**src/clk_ctl_pkg.sv**
```systemverilog
// package for the system clock source control block
// assumes a single 10 MHz control clock; oscillator health arrives as synchronous levels
package clk_ctl_pkg;
	localparam logic [0:0] ADDR_SEL_CTL = 1'h0;
	localparam logic [0:0] ADDR_STAT_AUX = 1'h1;
	localparam int POS_IDLE = 7;
	localparam int POS_FREQ = 4;
	localparam int POS_PRIRUN = 3;
	localparam int POS_HSTABLE = 2;
	localparam int POS_MULTRUN = 7;
	localparam int POS_SECRUN = 6;
	localparam int POS_MEDSEL = 4;
	localparam int POS_SECFORCE = 3;
	localparam int POS_DRIVE = 2;
	localparam int POS_MSTABLE = 1;
	localparam int POS_LSTABLE = 0;
	localparam logic [2:0] FREQ_RESET = 3'h3;
	localparam logic [1:0] SEL_RESET = 2'h0;
	localparam logic DRIVE_RESET = 1'h1;
	localparam logic MEDSEL_RESET = 1'h0;
	localparam logic IDLE_RESET = 1'h0;
	localparam logic SECFORCE_RESET = 1'h0;
	localparam logic [10:0] START_UP_COUNT = 11'h400;
	localparam logic [1:0] TRANSITION_CYCLES = 2'h2;
	// primary mode codes: 0000-0111 external, 1000-1001 internal, 1010-1111 external
	localparam logic [3:0] MODE_LP = 4'h0;
	localparam logic [3:0] MODE_XT = 4'h1;
	localparam logic [3:0] MODE_HS_HP = 4'h2;
	localparam logic [3:0] MODE_HS_MP = 4'h3;
	localparam logic [3:0] MODE_EC_HP_OUT = 4'h4;
	localparam logic [3:0] MODE_EC_HP_IO = 4'h5;
	localparam logic [3:0] MODE_RC_OUT = 4'h6;
	localparam logic [3:0] MODE_RC_IO = 4'h7;
	localparam logic [3:0] MODE_INT_IO = 4'h8;
	localparam logic [3:0] MODE_INT_OUT = 4'h9;
	localparam logic [3:0] MODE_EC_MP_OUT = 4'hA;
	localparam logic [3:0] MODE_EC_MP_IO = 4'hB;

	typedef enum logic [1:0] {SRC_PRIMARY, SRC_SECONDARY, SRC_INTERNAL} clk_src_t;
	typedef enum logic [3:0] {
		INT_16M, INT_8M, INT_4M, INT_2M, INT_1M, INT_500K_HF, INT_250K_HF, INT_31K_HF,
		INT_500K_MF, INT_250K_MF, INT_31K_MF, INT_31K_LF
	} int_tap_t;

	typedef struct packed {
		logic [0:0] addr;
		logic [7:0] wdata;
		logic wr;
		logic rd;
	} reg_req_t;

	typedef struct packed {
		logic [3:0] primary_mode_config;
		logic multiplier_config;
		logic multiplier_enable;
		logic low_freq_source_select;
		logic primary_clock_allow;
	} cfg_t;

	typedef struct packed {
		logic primary_ok;
		logic secondary_ok;
		logic high_ok;
		logic medium_ok;
		logic low_ok;
	} osc_health_t;

	function automatic logic is_crystal(input logic [3:0] m);
		return (m == MODE_LP) || (m == MODE_XT) || (m == MODE_HS_HP) || (m == MODE_HS_MP);
	endfunction

	function automatic logic is_internal(input logic [3:0] m);
		return (m == MODE_INT_IO) || (m == MODE_INT_OUT);
	endfunction
endpackage

```
**src/start_up_counter.sv**
```systemverilog
// start-up counter: counts primary oscillator cycles before releasing execution
// assumes osc_tick is a one-cycle pulse per primary oscillator cycle, synchronous to clk
module start_up_counter
	import clk_ctl_pkg::*;
(
	input wire logic clk,
	input wire logic nrst,
	input wire logic restart,
	input wire logic bypass,
	input wire logic osc_tick,
	output logic done
);
	typedef struct packed {
		logic [10:0] cnt;
		logic done;
	} cnt_state_t;
	cnt_state_t s_r, s_nxt;

	always_comb begin
		s_nxt = s_r;
		if (restart) begin
			s_nxt.cnt = 11'h000;
			s_nxt.done = bypass;
		end else if (bypass) begin
			s_nxt.done = 1'b1;
		end else if (!s_r.done && osc_tick) begin
			s_nxt.cnt = s_r.cnt + 11'h001;
			if (s_nxt.cnt == START_UP_COUNT)
				s_nxt.done = 1'b1;
		end
	end

	always_ff @(posedge clk) begin
		if (!nrst)
			s_r <= '0;
		else
			s_r <= s_nxt;
	end

	assign done = s_r.done;
endmodule

```
**src/system_clock_source_control.sv**
```systemverilog
// system clock source control: selects the main clock, multiplier and sleep behaviour
// assumes oscillator health levels and primary ticks are synchronous to CLK
// Overview of operation
// - four-bit config field fixes primary mode
// - some RC/EC/internal codes output quarter clock
// - select field picks primary, secondary, internal
// - select write switches source after transition
// - any reset selects primary clock
// - frequency code 111 16MHz, halving to 011
// - frequency write changes internal output immediately
// - reset restores 1 MHz frequency code
// - code 000 source chosen by two bits
// - watchdog and monitor always use low oscillator
// - lost external primary forces internal clock
// - multiplier engaged per mode and enable bits
// - idle bit chooses idle or full sleep
// - status shows multiplier drives system clock
// - drive enable powers primary circuit, resets set
// - status shows medium oscillator stable
// - status shows low oscillator stable
// - crystal modes wait 1024 primary cycles
module system_clock_source_control
	import clk_ctl_pkg::*;
(
	input wire logic CLK,
	input wire logic NRST,
	input wire reg_req_t REQ,
	output logic [7:0] RDATA,
	input wire cfg_t CFG,
	input wire osc_health_t HEALTH,
	input wire logic PRIMARY_TICK,
	input wire logic WAKE,
	input wire logic SLEEP_EXEC,
	output clk_src_t CLOCK_SOURCE,
	output int_tap_t INTERNAL_TAP,
	output logic MULTIPLIER_ON,
	output logic PRIMARY_DRIVE_ON,
	output logic SECONDARY_ON,
	output logic QUARTER_CLOCK_OUT,
	output logic SECOND_OSC_PIN_IO,
	output logic MONITOR_CLOCK_LOW,
	output logic CLOCK_FAILED,
	output logic SWITCHING,
	output logic EXEC_HOLD,
	output logic ENTER_IDLE,
	output logic ENTER_SLEEP
);
	typedef struct packed {
		logic [7:0] rdata;
		logic idle_on_sleep;
		logic [2:0] internal_freq_select;
		logic [1:0] system_clock_select;
		logic medium_osc_select;
		logic secondary_force_on;
		logic primary_drive_enable;
		logic fail_latched;
		logic [1:0] trans_cnt;
		clk_src_t src;
		int_tap_t tap;
		logic mult_on;
		logic quarter;
		logic [1:0] div4;
		logic pin_io;
		logic sec_on;
		logic hold;
		logic idle;
		logic sleep;
		logic switching;
		logic mon_low;
	} state_t;
	state_t s_r, s_nxt;

	logic restart_cnt;
	logic start_done;
	logic [3:0] mode;
	logic ext_primary;
	clk_src_t want_src;

	assign mode = CFG.primary_mode_config;
	assign ext_primary = !is_internal(mode);
	assign restart_cnt = WAKE;

	start_up_counter u_start (
		.clk(CLK),
		.nrst(NRST),
		.restart(restart_cnt),
		.bypass(!is_crystal(mode)),
		.osc_tick(PRIMARY_TICK),
		.done(start_done)
	);

	function automatic int_tap_t pick_tap(input logic [2:0] f, input logic med, input logic lsrc);
		int_tap_t t;
		t = INT_1M;
		case (f)
			3'h7: t = INT_16M;
			3'h6: t = INT_8M;
			3'h5: t = INT_4M;
			3'h4: t = INT_2M;
			3'h3: t = INT_1M;
			3'h2: t = med ? INT_500K_MF : INT_500K_HF;
			3'h1: t = med ? INT_250K_MF : INT_250K_HF;
			3'h0: begin
				if (!lsrc)
					t = INT_31K_LF;
				else
					t = med ? INT_31K_MF : INT_31K_HF;
			end
			default: t = INT_1M;
		endcase
		return t;
	endfunction

	always_comb begin
		s_nxt = s_r;
		s_nxt.rdata = 8'h00;
		s_nxt.idle = 1'b0;
		s_nxt.sleep = 1'b0;

		if (REQ.wr) begin
			case (REQ.addr)
				ADDR_SEL_CTL: begin
					s_nxt.idle_on_sleep = REQ.wdata[POS_IDLE];
					s_nxt.internal_freq_select = REQ.wdata[POS_FREQ +: 3];
					if (REQ.wdata[1:0] != s_r.system_clock_select)
						s_nxt.trans_cnt = TRANSITION_CYCLES;
					s_nxt.system_clock_select = REQ.wdata[1:0];
				end
				ADDR_STAT_AUX: begin
					s_nxt.medium_osc_select = REQ.wdata[POS_MEDSEL];
					s_nxt.secondary_force_on = REQ.wdata[POS_SECFORCE];
					s_nxt.primary_drive_enable = REQ.wdata[POS_DRIVE];
				end
				default: begin
				end
			endcase
		end

		if (REQ.rd) begin
			case (REQ.addr)
				ADDR_SEL_CTL: begin
					s_nxt.rdata[POS_IDLE] = s_r.idle_on_sleep;
					s_nxt.rdata[POS_FREQ +: 3] = s_r.internal_freq_select;
					s_nxt.rdata[POS_PRIRUN] = (s_r.src == SRC_PRIMARY);
					s_nxt.rdata[POS_HSTABLE] = HEALTH.high_ok;
					s_nxt.rdata[1:0] = s_r.system_clock_select;
				end
				ADDR_STAT_AUX: begin
					s_nxt.rdata[POS_MULTRUN] = s_r.mult_on;
					s_nxt.rdata[POS_SECRUN] = (s_r.src == SRC_SECONDARY);
					s_nxt.rdata[POS_MEDSEL] = s_r.medium_osc_select;
					s_nxt.rdata[POS_SECFORCE] = s_r.secondary_force_on;
					s_nxt.rdata[POS_DRIVE] = s_r.primary_drive_enable;
					s_nxt.rdata[POS_MSTABLE] = HEALTH.medium_ok;
					s_nxt.rdata[POS_LSTABLE] = HEALTH.low_ok;
				end
				default: s_nxt.rdata = 8'h00;
			endcase
		end

		// fail monitor, stays until a reset
		if (ext_primary && s_r.src == SRC_PRIMARY && s_r.hold == 1'b0 && !HEALTH.primary_ok)
			s_nxt.fail_latched = 1'b1;

		case (s_nxt.system_clock_select)
			2'h0: want_src = SRC_PRIMARY;
			2'h1: want_src = SRC_SECONDARY;
			default: want_src = SRC_INTERNAL;
		endcase
		if (s_nxt.fail_latched && want_src == SRC_PRIMARY)
			want_src = SRC_INTERNAL;

		// short transition before the new source takes over
		if (s_r.trans_cnt != 2'h0)
			s_nxt.trans_cnt = s_r.trans_cnt - 2'h1;
		if (s_nxt.trans_cnt == 2'h0)
			s_nxt.src = want_src;
		// registered so the port comes straight from a flip-flop
		s_nxt.switching = (s_nxt.trans_cnt != 2'h0);
		// watchdog and monitor stay on low oscillator
		s_nxt.mon_low = 1'b1;

		s_nxt.tap = pick_tap(s_nxt.internal_freq_select, s_nxt.medium_osc_select, CFG.low_freq_source_select);

		s_nxt.mult_on = 1'b0;
		if (s_nxt.src == SRC_PRIMARY && !s_nxt.fail_latched) begin
			if (mode <= MODE_RC_IO)
				s_nxt.mult_on = CFG.multiplier_config;
			else
				s_nxt.mult_on = CFG.multiplier_enable;
		end

		// second pin: io or quarter clock
		s_nxt.pin_io = (mode == MODE_RC_IO) || (mode == MODE_EC_HP_IO) || (mode == MODE_EC_MP_IO)
			|| (mode == MODE_INT_IO) || (mode >= 4'hC && mode[0]);
		s_nxt.div4 = s_r.div4 + 2'h1;
		s_nxt.quarter = !s_nxt.pin_io && s_nxt.div4[1];

		s_nxt.sec_on = s_nxt.secondary_force_on || (s_nxt.src == SRC_SECONDARY);
		s_nxt.hold = !start_done;

		if (SLEEP_EXEC) begin
			s_nxt.idle = s_r.idle_on_sleep;
			s_nxt.sleep = !s_r.idle_on_sleep;
		end
	end

	always_ff @(posedge CLK) begin
		if (!NRST) begin
			s_r <= '0;
			s_r.system_clock_select <= SEL_RESET;
			s_r.internal_freq_select <= FREQ_RESET;
			s_r.tap <= INT_1M;
			s_r.primary_drive_enable <= DRIVE_RESET;
			s_r.medium_osc_select <= MEDSEL_RESET;
			s_r.idle_on_sleep <= IDLE_RESET;
			s_r.secondary_force_on <= SECFORCE_RESET;
			s_r.src <= SRC_PRIMARY;
			s_r.pin_io <= 1'b1;
			s_r.hold <= 1'b1;
			s_r.mon_low <= 1'b1;
		end else begin
			s_r <= s_nxt;
		end
	end

	assign RDATA = s_r.rdata;
	assign CLOCK_SOURCE = s_r.src;
	assign INTERNAL_TAP = s_r.tap;
	assign MULTIPLIER_ON = s_r.mult_on;
	assign PRIMARY_DRIVE_ON = s_r.primary_drive_enable;
	assign SECONDARY_ON = s_r.sec_on;
	assign QUARTER_CLOCK_OUT = s_r.quarter;
	assign SECOND_OSC_PIN_IO = s_r.pin_io;
	assign MONITOR_CLOCK_LOW = s_r.mon_low;
	assign CLOCK_FAILED = s_r.fail_latched;
	assign SWITCHING = s_r.switching;
	assign EXEC_HOLD = s_r.hold;
	assign ENTER_IDLE = s_r.idle;
	assign ENTER_SLEEP = s_r.sleep;
endmodule

```
**config.mk**
```make
export PLATFORM = sky130hd
export DESIGN_NAME = system_clock_source_control
export DESIGN_NICKNAME = d
export VERILOG_FILES = /design/src/clk_ctl_pkg.sv /design/src/start_up_counter.sv /design/src/system_clock_source_control.sv
export SDC_FILE = /design/constraint.sdc
export NUM_CORES = 1
export LEC_CHECK = 0
export BUFFER_PORTS_ARGS = -buffer_cell sky130_fd_sc_hd__buf_2
export CORE_MARGIN = 10
export CORE_UTILIZATION = 56
export CTS_CLUSTER_SIZE = 20
export DETAILED_ROUTE_END_ITERATION = 12
export GPL_TIMING_DRIVEN = 1
export PLACE_DENSITY = 0.84
export SYNTH_ARGS = -nofsm -noshare
export SYNTH_HDL_FRONTEND = slang
export SYNTH_SLANG_ARGS = --single-unit
```
**constraint.sdc**
```tcl
create_clock -name CLK -period 2.64 [get_ports CLK]
set_input_delay 0.528 -clock CLK [delete_from_list [all_inputs] [get_ports CLK]]
set_output_delay 0.528 -clock CLK [all_outputs]
set_load 0.01 [all_outputs]
```
==> out/metrics.yaml <==
run_status:
  status: "completed"
global_route:
  grt_max_degree: 18
  gr-usage-all-layers: 0.145
  grt_overflow: 0
  grt_pass1_wl_um: 7700
  grt_pass1_vias: 1701
  grt_antenna_before_repair: 0
worst_setup_path:
  critPathRequiredTime_ns: 2.88
  r2r_cells: 5
  cp_slowest_cell: "nand2b_1"
  path_delay_family: "compound AO/OA/AOI/OAI gates"
  cp_data_arrival_time_ns: 2.16
  cp-endpoint: "INTERNAL_TAP[0]$_SDFF_PN0_"
  crit_fanout: 14
  cpPeakStageDelay_ns: 0.48
  crit_buf_inv: 1
  crit_type: "input port to flop"
  worstSetupStartpoint: "REQ[10]"
  path_cells: "buf_2, nand2b_1, mux2_4, a2111o_1, a21oi_1"
  r2r_slack_ns: 0.84
  end_kind: "flop"
  worst-path-stages: 5
  reg2reg_to: "u_start.s_r[11]$_SDFFE_PP0P_"
  r2r-start: "u_start.s_r[1]$_SDFFE_PP0P_"
  startpoint_type: "input port"
yosys:
  syn_nets: 262
  muxShareOfSynthArea: 0.0831
  synth_common_cells: "dfxtp_1, nor2_1, buf_4"
  synthTopCellsByArea: "dfxtp_1, mux2i_1, nor2_1"
  synth-simple-area-share: 0.222
  syn_inst: 232
  netlist.area_leader.share: 0.449
  synth_ff_type: "dfxtp_1"
  synth_area_um2: 2140
  async_flop_share: 0
  synth_xor_area_frac: 0.0573
  ys_types: 53
  synth-edff-count: 0
  ys_ff_latch: 48
  synth_most_common_cell: "dfxtp_1"
  yosysTopAreaCell: "dfxtp_1"
  synth_fa_ha_area_frac: 0.00585
  seq_area_frac_synth: 0.449
  synth_compound_area_frac: 0.0977
  ys_warn_count: 0
  synth_area_per_cell_um2: 9.22
  synth_top_family_by_area: "simple AND/OR/NAND/NOR gates"
floorplanning:
  io_pins: 54
  die_w_um: 81.8
  num_rows: 22
  dieArea_um2: 6690
  core_um2: 3690
  start_util: 0.580
  die_h_um: 81.8
clock_network:
  numCtsBuffers: 5
  ctsResizeCount: 0
  root_buffer: "clkbuf_8"
  cts_tree: "done"
  cts.sinks: 48
  cts_setup_buffers: 0
  hold_buffers: 0
  insertion_delay_ns: 0.31
  clkTransAtPathRegs_ns: 0.09
  h-tree-depth: 2
  clock_path_buffers: 2
timing:
  hold_violations: 0
  finalCritPeriodShare: 0.730
  clock_skew_ns: 0.00682
  slew_viol_final: 0
  maxSlewHeadroom: 0.601
  fin_crit_ns: 1.93
  rsz0062_at_grt: "false"
  finalSetupTns_ns: 0
  setup_viol: 0
  clock.fmax_mhz: 519
  tightest_slew_ns: 0.597
placed_design:
  dp_hpwl_um: 3370
  place_congestion: 0.825
  port_buffers: 50
  postPlaceCellArea_um2: 2300
detailed_routing:
  drc: 0
  drtIter0Drc: 97
  detail-route-antenna-nets: 0
  num_vias: 1712
  wl_per_cell_um: 14.4
  vias_per_cell: 5.42
  firstDrtPassIters: 4
  wl_um: 4560
layout:
  multi_input_area_um2: 1000
  seqCellArea_um2: 961
  nets: 297
  area_growth_pct: 13.0
  antenna_cells_inserted: 0
  post_route_cells_drive_above_1_share: 0.250
  fillers: 316
  final_cell_area_um2: 2420
hold_path:
  hp-class: "flop to flop"
pwr:
  power.leakage_nw: 1.06
  vdd_drop_max_mv: 0.464
  power_density_nw_per_um2: 607
flow_run:
  maxCapViolCount: 0
## final cells by class
cell class                 instances  share of cell area
inverter                           6             0.00932
timing repair buffer              51               0.107
tap                               48              0.0248
clock buffer                       5              0.0285
multi-input combinational        155               0.414
clock inverter                     3              0.0192
sequential                        48               0.398
## per-layer routing
metal / wire, µm / vias to the layer above / share of wire / global-route usage
met4: 66 / 0 / 0.014 / 0.0578
met1: 1950 / 780 / 0.43 / 0.165
met2: 2110 / 64 / 0.46 / 0.239
li1: - / 861 / - / -
met5: 0 / - / 0 / 0
met3: 439 / 7 / 0.096 / 0.0590
## flip-flops by register name, summed over array words and instances, names as in the netlist
register,flops
CLOCK_SOURCE,2
EXEC_HOLD,1
QUARTER_CLOCK_OUT,1
INTERNAL_TAP,4
ENTER_IDLE,1
u_start.s_r,11
SWITCHING,1
s_r,12
ENTER_SLEEP,1
MULTIPLIER_ON,1
RDATA,8
SECOND_OSC_PIN_IO,1
SECONDARY_ON,1
u_start.done,1
CLOCK_FAILED,1
PRIMARY_DRIVE_ON,1
## per-stage QoR
step	hold slack, ns	util	setup slack, ns	power [W]	instances
floorplan	0.390	-	0.908	0.000894	232
finish	0.437	0.655	0.712	0.00147	316
global route	0.431	0.655	0.605	0.00154	316
global placement	0.411	0.624	0.407	0.000938	308
detailed placement	0.417	0.624	0.424	0.000942	308
CTS	0.441	0.655	0.713	0.00148	316
## cell usage in the layout, fill, tap and decap left out, drive strengths merged, types with 2 or more instances in the layout
cell type,instances
nand2,14
nor2,37
xnor2,7
a31oi,2
inv,7
o21ai,4
a211oi,3
dfxtp,48
and4,2
nand2b,4
mux2i,14
buf,51
and3,3
nor4,2
xor2,7
nand4,4
a21oi,6
or4b,2
nor4b,2
mux2,3
nor3,7
nand3,8
clkbuf,5
## worst min path at each step
stage | startpoint | to | slack, ns | cells past startpoint
2_1_floorplan | u_start.done$_SDFFE_PN0P_ | EXEC_HOLD$_SDFF_PN1_ | 0.39 | 1
3_3_place_gp | u_start.done$_SDFFE_PN0P_ | EXEC_HOLD$_SDFF_PN1_ | 0.41 | 1
3_5_place_dp | u_start.done$_SDFFE_PN0P_ | EXEC_HOLD$_SDFF_PN1_ | 0.42 | 1
4_1_cts | s_r[7]$_SDFF_PN0_ | s_r[7]$_SDFF_PN0_ | 0.44 | 1
5_1_grt | REQ[9] | s_r[28]$_SDFFE_PN0P_ | 0.43 | 3
6_report | s_r[7]$_SDFF_PN0_ | s_r[7]$_SDFF_PN0_ | 0.44 | 1
## power by group
group | switching, W | internal, W | total [W]
sequential | 0.0000161 | 0.000754 | 0.000770
clock | 0.000256 | 0.000285 | 0.000541
combinational | 0.0000876 | 0.0000681 | 0.000156
## logic make-up (layout without fill, tap and decap cells)
group / count (synthesis) / in the layout
and+or+nand+nor: 93 / 93
AOI/OAI and AO/OA: 29 / 29
DFF: 48 / 48
adders and majority gates: 1 / 1
xor gates and xnor gates: 14 / 14
buffers and inverters: 29 / 65
other: 1 / 1
muxes: 17 / 17
Power figures use the tool's default switching activity.
